File: config.mk
export PLATFORM = sky130hd
export DESIGN_NAME = flash_key_program_erase_guard
export DESIGN_NICKNAME = d
export VERILOG_FILES = /design/src/flash_guard_pkg.sv /design/src/flash_key_program_erase_guard.sv
export VERILOG_INCLUDE_DIRS = /design/src /design/src/src
export SDC_FILE = /design/constraint.sdc
export NUM_CORES = 1
export LEC_CHECK = 0
export BUFFER_PORTS_ARGS = -buffer_cell sky130_fd_sc_hd__buf_2
export CAP_MARGIN = 10
export CORE_MARGIN = 5
export CORE_UTILIZATION = 41
export DETAILED_ROUTE_END_ITERATION = 8
export GPL_ROUTABILITY_DRIVEN = 0
export PLACE_DENSITY = 0.67
export RECOVER_POWER = 50
export SYNTH_ARGS = -nofsm -noshare
export SYNTH_HDL_FRONTEND = slang
export SYNTH_SLANG_ARGS = --single-unit
File: constraint.sdc
create_clock -name clk_sys -period 2.7 [get_ports clk_sys]
set_clock_uncertainty 0.05 [all_clocks]
set_input_delay 0.54 -clock clk_sys [delete_from_list [all_inputs] [get_ports clk_sys]]
set_output_delay 0.54 -clock clk_sys [all_outputs]
set_load 0.1 [all_outputs]
File: src/flash_guard_cfg.svh
// Offsets, field positions, reset values and timing counts for the flash guard.
`ifndef FLASH_GUARD_CFG_SVH
`define FLASH_GUARD_CFG_SVH
// ==========================================================================
// Register offsets on the plain register port.
`define OFS_FLASH_KEY 4'h0
`define OFS_STORE_CTRL 4'h1
`define OFS_RESET_SOURCE 4'h2
`define OFS_LOCK_STATUS 4'h3
`define OFS_MONITOR_CTRL 4'h4
`define OFS_GUARD_STATUS 4'h5
// ==========================================================================
// Field positions and key codes.
`define BIT_WRITE_EN 0
`define BIT_ERASE_EN 1
`define BIT_MON_ON 0
`define BIT_MON_RST 1
`define BIT_FLASH_ERR 6
`define KEY_FIRST 8'hA5
`define KEY_SECOND 8'hF1
`define ERASED_BYTE 8'hFF
`define CTRL_RESET 2'h0
`define MON_RESET 2'h3
// ==========================================================================
// Flash geometry: 16 KiB with the top 512 bytes reserved.
`define FLASH_BYTES 16384
`define PAGE_BYTES 512
`define RESERVED_BASE 14'h3E00
`define LOCK_BYTE_ADDR 14'h3DFF
// ==========================================================================
// Worst-case operation times and their cycle counts at 200 MHz.
`define CLK_MHZ 200
`define WRITE_TIME_US 70
`define ERASE_TIME_MS 20
`define WRITE_CYCLES (`WRITE_TIME_US * `CLK_MHZ)
`define ERASE_CYCLES (`ERASE_TIME_MS * 1000 * `CLK_MHZ)
`endif

File: src/flash_guard_pkg.sv
// Types shared by the flash key, program and erase guard.
package flash_guard_pkg;
    // ======================================================================
    // Key checker states, one-hot.
    typedef enum logic [3:0] {
        KEY_IDLE = 4'b0001,
        KEY_FIRST_SEEN = 4'b0010,
        KEY_ARMED = 4'b0100,
        KEY_LOCKOUT = 4'b1000
    } key_state_e;
    // ======================================================================
    // Operation sequencer states, one-hot.
    typedef enum logic [2:0] {
        OP_IDLE = 3'b001,
        OP_BUSY = 3'b010,
        OP_DONE = 3'b100
    } op_state_e;
    // CPU external-data move request.
    typedef struct packed {
        logic wr;
        logic rd;
        logic [13:0] addr;
        logic [7:0] data;
        logic [13:0] fetch_addr;
    } cpu_move_s;
    // Debug programming port request.
    typedef struct packed {
        logic wr;
        logic rd;
        logic erase;
        logic full_device_erase;
        logic [13:0] addr;
        logic [7:0] data;
    } debug_req_s;
    // Command to the flash array.
    typedef struct packed {
        logic prog;
        logic erase_page;
        logic erase_all;
        logic rd;
        logic [13:0] addr;
        logic [7:0] data;
    } array_cmd_s;
endpackage

File: src/flash_key_program_erase_guard.sv
// Flash key checker, program and erase sequencer with page-lock security.
// Operation
// - Flash key must see first code then second code before a software change.
// - No time limit between the two key writes; only order and value count.
// - Wrong or out-of-order key blocks software changes until system reset.
// - Software change attempted before full key also blocks until reset.
// - Unlock returns to locked after every completed write or erase.
// - Write enable redirects move writes to flash; stays until software clears.
// - Flash changes need write enable; erase also needs erase enable.
// - Byte program only clears bits; only erase returns them to one.
// - Flash pages are 512 bytes; erase leaves whole page reading 0xFF.
// - Both enables set: redirected write erases the addressed whole page.
// - Write enable only: redirected write programs exactly one byte.
// - Software repeats key and enables for each byte, then clears enable.
// - Device times each operation and stalls the CPU until done.
// - Top 512 bytes of the flash space are a reserved area.
// - Move reads go to data RAM; flash is read by code-space read move.
// - Lock byte at end of user flash; its complement counts locked pages.
// - Any zero bit in lock byte also locks the lock byte page.
// - Debug port is denied read, write and erase of locked pages.
// - Firmware from an unlocked page is denied access to locked pages.
// - Firmware from a locked page reads and writes all but reserved area.
// - Firmware from locked page erases all but reserved and lock byte page.
// - Locked pages unlock only by full device erase over debug port.
// - Denied firmware flash access triggers a flash error system reset.
// - After a flash error reset the flash error flag reads one.
// - Prohibited debug operations are ignored and cause no reset.
// - A lock byte written by user code takes effect at next reset.
// - Supply monitor or its reset enable off on a change: flash error reset.
`timescale 1ns/1ps
`include "flash_guard_cfg.svh"

module flash_key_program_erase_guard #(
    parameter int WRITE_CYCLES = `WRITE_CYCLES,
    parameter int ERASE_CYCLES = `ERASE_CYCLES
) (
    input wire logic clk_sys, // System clock, 200 MHz.
    input wire logic nrst, // Asynchronous reset, active low.
    input wire logic clk_en, // Freezes all state while low.
    input wire logic [3:0] reg_addr, // Register address.
    input wire logic [7:0] reg_wdata, // Register write data.
    input wire logic reg_wr, // Register write strobe.
    input wire logic reg_rd, // Register read strobe.
    output logic [7:0] reg_rdata, // Read data, one cycle after the strobe.
    input wire flash_guard_pkg::cpu_move_s cpu_move, // CPU move request.
    input wire flash_guard_pkg::debug_req_s debug_req, // Debug port request.
    input wire logic [7:0] lock_byte_in, // Lock byte as held in the array.
    input wire logic [7:0] array_rdata, // Flash array byte at the requested move or debug address.
    output flash_guard_pkg::array_cmd_s array_cmd, // Command to the flash array.
    output logic ram_wr, // Move write goes to data RAM.
    output logic cpu_stall, // Stalls instruction execution.
    output logic flash_error_reset // Requests a flash error system reset.
);
    import flash_guard_pkg::*;

    localparam int PAGE_BITS = $clog2(`PAGE_BYTES);
    localparam int CNT_W = $clog2(ERASE_CYCLES + 1);

    // ======================================================================
    // Elaboration checks.
    initial begin
        if (WRITE_CYCLES < 1 || ERASE_CYCLES < 1 || WRITE_CYCLES > ERASE_CYCLES) begin
            $error("Operation cycle counts must be positive with erase not shorter.");
        end
    end

    // ======================================================================
    // State.
    key_state_e key_reg, key_next;
    op_state_e op_reg, op_next;
    logic [1:0] ctrl_reg;
    logic [1:0] mon_reg;
    logic err_flag_reg;
    logic [7:0] lock_reg;
    logic lock_loaded_reg;
    logic [CNT_W-1:0] cnt_reg;
    logic [7:0] rdata_reg;
    array_cmd_s cmd_reg, cmd_next;
    logic ram_wr_reg, stall_reg, err_rst_reg;

    // ======================================================================
    // Register decode.
    wire wr_key = reg_wr && reg_addr == `OFS_FLASH_KEY;
    wire wr_ctrl = reg_wr && reg_addr == `OFS_STORE_CTRL;
    wire wr_mon = reg_wr && reg_addr == `OFS_MONITOR_CTRL;
    wire store_write_enable = ctrl_reg[`BIT_WRITE_EN];
    wire store_erase_enable = ctrl_reg[`BIT_ERASE_EN];

    // ======================================================================
    // Lock geometry; the lock byte is sampled once after reset only.
    wire [7:0] locked_pages = ~lock_reg;
    wire any_locked = lock_reg != `ERASED_BYTE;
    wire [4:0] lock_page = 5'(`LOCK_BYTE_ADDR >> PAGE_BITS);

    function automatic logic page_locked(input logic [13:0] a);
        logic [4:0] pg;
        pg = a[13:PAGE_BITS];
        page_locked = ({3'b000, pg} < locked_pages)
            || (any_locked && pg == lock_page);
    endfunction

    wire tgt_reserved = cpu_move.addr >= `RESERVED_BASE;
    wire tgt_locked = page_locked(cpu_move.addr);
    wire tgt_lockpage = cpu_move.addr[13:PAGE_BITS] == lock_page;
    wire fetch_locked = page_locked(cpu_move.fetch_addr);
    wire is_erase = store_erase_enable;

    // ======================================================================
    // Firmware access permission for a redirected move write.
    wire fw_denied = tgt_reserved
        || (!fetch_locked && tgt_locked)
        || (fetch_locked && is_erase && tgt_lockpage && any_locked);
    wire mon_ok = mon_reg[`BIT_MON_ON] && mon_reg[`BIT_MON_RST];
    wire idle = op_reg == OP_IDLE;
    wire fw_change = idle && cpu_move.wr && store_write_enable;
    wire key_ok = key_reg == KEY_ARMED;
    wire fw_fault = fw_change && (fw_denied || !mon_ok);
    wire fw_go = fw_change && !fw_fault && key_ok;
    wire fw_early = fw_change && !key_ok;

    // ======================================================================
    // Debug port: prohibited requests are dropped, never reset the device.
    wire dbg_reserved = debug_req.addr >= `RESERVED_BASE;
    wire dbg_blocked = page_locked(debug_req.addr) || dbg_reserved;
    wire dbg_any = debug_req.wr || debug_req.rd || debug_req.erase;
    wire dbg_go = idle && !fw_change && dbg_any && !dbg_blocked;
    wire dbg_full = idle && !fw_change && debug_req.full_device_erase;

    // ======================================================================
    // Key checker state machine.
    always_comb begin
        key_next = key_reg;
        case (key_reg)
            KEY_IDLE: begin
                if (wr_key) begin
                    key_next = reg_wdata == `KEY_FIRST ? KEY_FIRST_SEEN : KEY_LOCKOUT;
                end
                if (fw_early) begin
                    key_next = KEY_LOCKOUT;
                end
            end
            KEY_FIRST_SEEN: begin
                // No timeout here: the second code may come any time later.
                if (wr_key) begin
                    key_next = reg_wdata == `KEY_SECOND ? KEY_ARMED : KEY_LOCKOUT;
                end
                if (fw_early) begin
                    key_next = KEY_LOCKOUT;
                end
            end
            KEY_ARMED: begin
                if (wr_key) begin
                    key_next = KEY_LOCKOUT;
                end else if (op_reg == OP_DONE) begin
                    key_next = KEY_IDLE;
                end
            end
            KEY_LOCKOUT: key_next = KEY_LOCKOUT;
            default: key_next = KEY_LOCKOUT;
        endcase
    end

    // ======================================================================
    // Operation sequencer and array command.
    always_comb begin
        op_next = op_reg;
        cmd_next = '0;
        case (op_reg)
            OP_IDLE: begin
                if (fw_go) begin
                    op_next = OP_BUSY;
                    cmd_next.erase_page = is_erase;
                    cmd_next.prog = !is_erase;
                    cmd_next.addr = is_erase ? {cpu_move.addr[13:PAGE_BITS], PAGE_BITS'(0)}
                        : cpu_move.addr;
                    cmd_next.data = cpu_move.data & array_rdata;
                end else if (dbg_full) begin
                    op_next = OP_BUSY;
                    cmd_next.erase_all = 1'b1;
                end else if (dbg_go) begin
                    op_next = debug_req.rd ? OP_IDLE : OP_BUSY;
                    cmd_next.rd = debug_req.rd;
                    cmd_next.erase_page = debug_req.erase;
                    cmd_next.prog = debug_req.wr && !debug_req.erase;
                    cmd_next.addr = debug_req.erase
                        ? {debug_req.addr[13:PAGE_BITS], PAGE_BITS'(0)} : debug_req.addr;
                    cmd_next.data = debug_req.data & array_rdata;
                end
            end
            OP_BUSY: begin
                cmd_next = cmd_reg;
                if (cnt_reg == '0) begin
                    op_next = OP_DONE;
                    cmd_next = '0;
                end
            end
            OP_DONE: op_next = OP_IDLE;
            default: op_next = OP_IDLE;
        endcase
    end

    // Erase takes the long count, program the short one.
    wire start = idle && op_next == OP_BUSY;
    wire long_op = cmd_next.erase_page || cmd_next.erase_all;
    wire [CNT_W-1:0] load_cnt = long_op ? CNT_W'(ERASE_CYCLES - 1) : CNT_W'(WRITE_CYCLES - 1);

    // ======================================================================
    // Read mux; unmapped addresses read zero.
    logic [7:0] rdata_next;
    always_comb begin
        case (reg_addr)
            `OFS_STORE_CTRL: rdata_next = {6'b0, ctrl_reg};
            `OFS_RESET_SOURCE: rdata_next = {1'b0, err_flag_reg, 6'b0};
            `OFS_LOCK_STATUS: rdata_next = lock_reg;
            `OFS_MONITOR_CTRL: rdata_next = {6'b0, mon_reg};
            `OFS_GUARD_STATUS: rdata_next = {3'b0, op_reg != OP_IDLE, key_reg};
            default: rdata_next = 8'h00;
        endcase
    end

    // ======================================================================
    // Key, sequencer and counter flops.
    always_ff @(posedge clk_sys or negedge nrst) begin
        if (!nrst) begin
            key_reg <= KEY_IDLE;
            op_reg <= OP_IDLE;
            cnt_reg <= '0;
            cmd_reg <= '0;
        end else if (clk_en) begin
            key_reg <= key_next;
            op_reg <= op_next;
            cmd_reg <= cmd_next;
            cnt_reg <= start ? load_cnt : (cnt_reg != '0 ? cnt_reg - 1'b1 : cnt_reg);
        end
    end

    // Software-visible registers; control bits hold until software writes.
    always_ff @(posedge clk_sys or negedge nrst) begin
        if (!nrst) begin
            ctrl_reg <= `CTRL_RESET;
            mon_reg <= `MON_RESET;
            rdata_reg <= 8'h00;
        end else if (clk_en) begin
            if (wr_ctrl) ctrl_reg <= reg_wdata[1:0];
            if (wr_mon) mon_reg <= reg_wdata[1:0];
            rdata_reg <= reg_rd ? rdata_next : 8'h00;
        end
    end

    // Lock byte is captured once after reset, so user writes to it wait a reset.
    always_ff @(posedge clk_sys or negedge nrst) begin
        if (!nrst) begin
            lock_reg <= `ERASED_BYTE;
            lock_loaded_reg <= 1'b0;
        end else if (clk_en) begin
            if (!lock_loaded_reg) lock_reg <= lock_byte_in;
            lock_loaded_reg <= 1'b1;
        end
    end

    // ======================================================================
    // Flash error flag. The system reset that fw_fault raises also reaches
    // nrst, so the flag lives outside this reset: it is set by the fault and
    // cleared only when software writes the reset-source register.
    logic err_set_reg;
    always_ff @(posedge clk_sys) begin
        if (clk_en) begin
            if (fw_fault) err_set_reg <= 1'b1;
            else if (reg_wr && reg_addr == `OFS_RESET_SOURCE) err_set_reg <= 1'b0;
        end
    end

    always_ff @(posedge clk_sys or negedge nrst) begin
        if (!nrst) begin
            err_flag_reg <= 1'b0;
        end else if (clk_en) begin
            err_flag_reg <= err_set_reg === 1'b1;
        end
    end

    // ======================================================================
    // Registered outputs. Move reads always hit data RAM, never flash.
    always_ff @(posedge clk_sys or negedge nrst) begin
        if (!nrst) begin
            ram_wr_reg <= 1'b0;
            stall_reg <= 1'b0;
            err_rst_reg <= 1'b0;
        end else if (clk_en) begin
            ram_wr_reg <= cpu_move.wr && !store_write_enable;
            stall_reg <= op_next != OP_IDLE;
            err_rst_reg <= fw_fault;
        end
    end

    assign reg_rdata = rdata_reg;
    assign array_cmd = cmd_reg;
    assign ram_wr = ram_wr_reg;
    assign cpu_stall = stall_reg;
    assign flash_error_reset = err_rst_reg;
endmodule // flash_key_program_erase_guard
==> impl_metrics.tcl <==
set metrics [dict create \
    drv_cap 1 \
    combPwrFrac 0.325 \
    io_pins 134 \
    grt_antenna_before_repair 0 \
    period_minus_slack_ns 2.57 \
    start_util 0.414 \
    arrival_ns 2.75 \
    fmax_ghz 0.390 \
    hold_viol 0 \
    drive_above_1_share 0.339 \
    ys.flop_type "dfrtp_1" \
    synth_cell_types 72 \
    antenna_left 0 \
    status "complete, but fails checks" \
    largest_reg_flops 26 \
    clockBufferDepth 2 \
    cp-start-kind "flip-flop" \
    slew_headroom -0.407 \
    clk-insertion-delay-late_ns 0.34 \
    vias 4423 \
    peakVddDrop_mv 0.390 \
    syn_nets 590 \
    ys_ff_latch 81 \
    place_area_sq_um 5610 \
    leakagePower_uw 0.00267 \
    worstPathMaxFanout 21 \
    syn_area_per_cell_sq_um 9.79 \
    holdBufCountCts 0 \
    drt_iter0_drc 180 \
    cts_root_buffer "clkbuf_16" \
    area_delta_synth_final_pct 26.1 \
    nNetsFinal 733 \
    die_y_um 117 \
    rows 39 \
    drt_first_pass_iters 4 \
    worstMarginPinSlew_ns 2.11 \
    worstPathRequired_ns 2.88 \
    pwr-share-seq 0.385 \
    violations "max-capacitance violations, max-slew violations" \
    place_hpwl_mm 9.97 \
    track_usage 0.199 \
    placed_cells 753 \
    io_buffer_count 123 \
    cts_tree "built" \
    fin_area_sq_um 5910 \
    synth_cells 479 \
    drc 0 \
    hold_path_class "input pin to flip-flop" \
    power_frac_clock 0.290 \
    async_reset_ff_frac 0.988 \
    drv_slew 37 \
    dieArea_sq_um 13700 \
    overflow 0 \
    cts_buffers 9 \
    worstSetupPathType "flip-flop to flip-flop" \
    worstSetupEndpointType "flip-flop" \
    switchingPower_uw 1740 \
    grt_pass1_vias 4397 \
    swShare 0.389 \
    wl_per_cell_um 17.2 \
    cts_sinks 81 \
    drt-total-wl_mm 13.3 \
    synth_edf_count 1 \
    die_w_um 117 \
    fin_cells 769 \
    yosysWarnings 0 \
    routed_via_density 5.75 \
    post-route-period-util 0.951 \
    setup_violations 0 \
    core_sq_um 11300 \
    grt_max_degree 45 \
    yosysSeqAreaShare 0.436 \
    grt_pass1_wl_mm 21.5 \
    synth_area_sq_um 4690 \
    power_density_nw_per_um2 756 \
    h-tree-depth 3 \
    num_antenna_cells 0 \
    cts.clk_slew.worst_paths_ns 0.06 \
    utilization 0.522 \
    p_int_uw 2730 \
    setup_tns_ns 0 \
]
==> worst max-delay path: stages, from the launching register on <==
cell and delay [ns]:
dfstp_2 0.60, ha_1 0.18, o21ai_0 0.09, a21o_1 0.17, a211oi_2 0.27, o21ai_1 0.14, and3_1 0.21, buf_4 0.22
a22o_1 0.26, a32o_1 0.26
==> worst paths after layout <==
| check | depth (start not counted) | end | slack [ns] | start |
|---|---|---|---|---|
| max | 9 | array_cmd[5]$_DFFE_PN0P_ | 0.13 | lock_reg[2]$_DFFE_PN1P_ |
| min | 3 | lock_reg[5]$_DFFE_PN1P_ | 0.36 | lock_byte_in[5] |
| max reg2reg | 9 | array_cmd[5]$_DFFE_PN0P_ | 0.13 | lock_reg[2]$_DFFE_PN1P_ |
| min reg2reg | 1 | lock_loaded_reg$_DFFE_PN0P_ | 0.41 | lock_loaded_reg$_DFFE_PN0P_ |
| max in group asynchronous | 1 | array_cmd[21]$_DFFE_PN0P_ | 0.63 | nrst |
| min in group asynchronous | 1 | cnt_reg[8]$_DFFE_PN0P_ | 0.75 | nrst |
==> cell usage after synthesis (4+ instances only) <==
cell / instances / area share
a21oi_1: 23 / 0.025
nor2_1: 48 / 0.038
dfstp_2: 12 / 0.067
nand2_1: 38 / 0.030
nand3_1: 10 / 0.011
o21ai_1: 4 / 0.0043
a32oi_1: 9 / 0.017
a22o_1: 12 / 0.022
inv_1: 18 / 0.014
buf_6: 5 / 0.012
o21ai_0: 14 / 0.015
or3_1: 5 / 0.0067
nor4_1: 8 / 0.011
mux2_2: 13 / 0.031
buf_2: 4 / 0.0043
a221oi_1: 6 / 0.011
buf_4: 4 / 0.0064
mux2i_1: 5 / 0.011
a31oi_1: 5 / 0.0067
nand4_1: 7 / 0.0093
nor2b_1: 4 / 0.0053
clkbuf_1: 9 / 0.0072
o31ai_1: 12 / 0.019
nand2b_1: 5 / 0.0067
a32o_1: 10 / 0.021
ha_1: 14 / 0.037
a21o_1: 4 / 0.0064
a211oi_1: 5 / 0.0080
nor3_1: 23 / 0.025
dfrtp_1: 68 / 0.36
o2bb2ai_1: 6 / 0.011
==> through the flow <==
stage / power, uW / hold WS, ns / setup WS [ns]
CTS: 4500 / 0.132 / 0.136
global placement: 3150 / 0.401 / 0.0384
floorplan: 2770 / 0.194 / 0.284
finish: 4470 / 0.355 / 0.133
global route: 4700 / 0.367 / -0.00250
detailed placement: 3190 / 0.402 / -0.0198
==> logic make-up (layout without fill, tap and decap cells) <==
kind of cell	Yosys count	in the layout	synth area share
AO/OA/AOI/OAI	142	142	0.228
AND/OR/NAND/NOR	183	183	0.210
adder cells (fa/ha/maj)	14	14	0.0374
flip-flops	81	81	0.436
multiplexers	18	18	0.0419
buffers and inverters	40	187	0.0443
XOR/XNOR	1	1	0.00187
==> area by class of cell <==
type | count | area (sq um)
clock buffers | 10 | 229
inverters | 18 | 67.6
repair buffers | 154 | 868
flip-flops and latches | 81 | 2050
fillers | 1062 | 5410
clock inverters | 5 | 81.3
well taps | 143 | 179
multi-input cells | 358 | 2440
==> layout by cell type, fill, tap and decap left out, drive strengths merged, types with 3 or more instances in the layout <==
master   instances
o22ai            3
mux2            13
a21o             4
a211oi           8
o22a             3
inv             18
a31oi            5
or3              5
clkbuf          16
a221oi           6
or2              3
nor4            12
a22o            12
nand2b           5
nor3b            3
o2bb2ai          6
o21ai           20
nand3           11
mux2i            5
dfrtp           68
nor3            26
dfstp           12
nand2           39
o31ai           12
a21oi           24
a22oi            3
ha              14
nor2            49
nand4            7
nor2b            4
and3             3
and3b            3
a32oi            9
buf            148
a32o            10
==> routing by layer <==
metal	track usage	routed length [um]	vias to the layer above
li1	-	-	2125
met1	0.256	5530	2142
met2	0.321	6610	126
met3	0.0499	796	30
met4	0.0864	326	0
met5	0	0	-
==> power by group through the flow <==
stage	logic [uW]	registers, uW	clock network (uW)
after global routing	1570	1760	1370
after global placement	1420	1730	0
after CTS	1460	1720	1320
after floorplan	591	2180	0
final	1450	1720	1300
after detailed placement	1450	1730	0
==> what timing repair did <==
action / 4_1_cts / 5_1_grt
endpoints found under the setup margin: 0 / 3
setup buffers: 0 / 1
gates resized for setup: 0 / 1
Power figures use the tool's default switching activity.
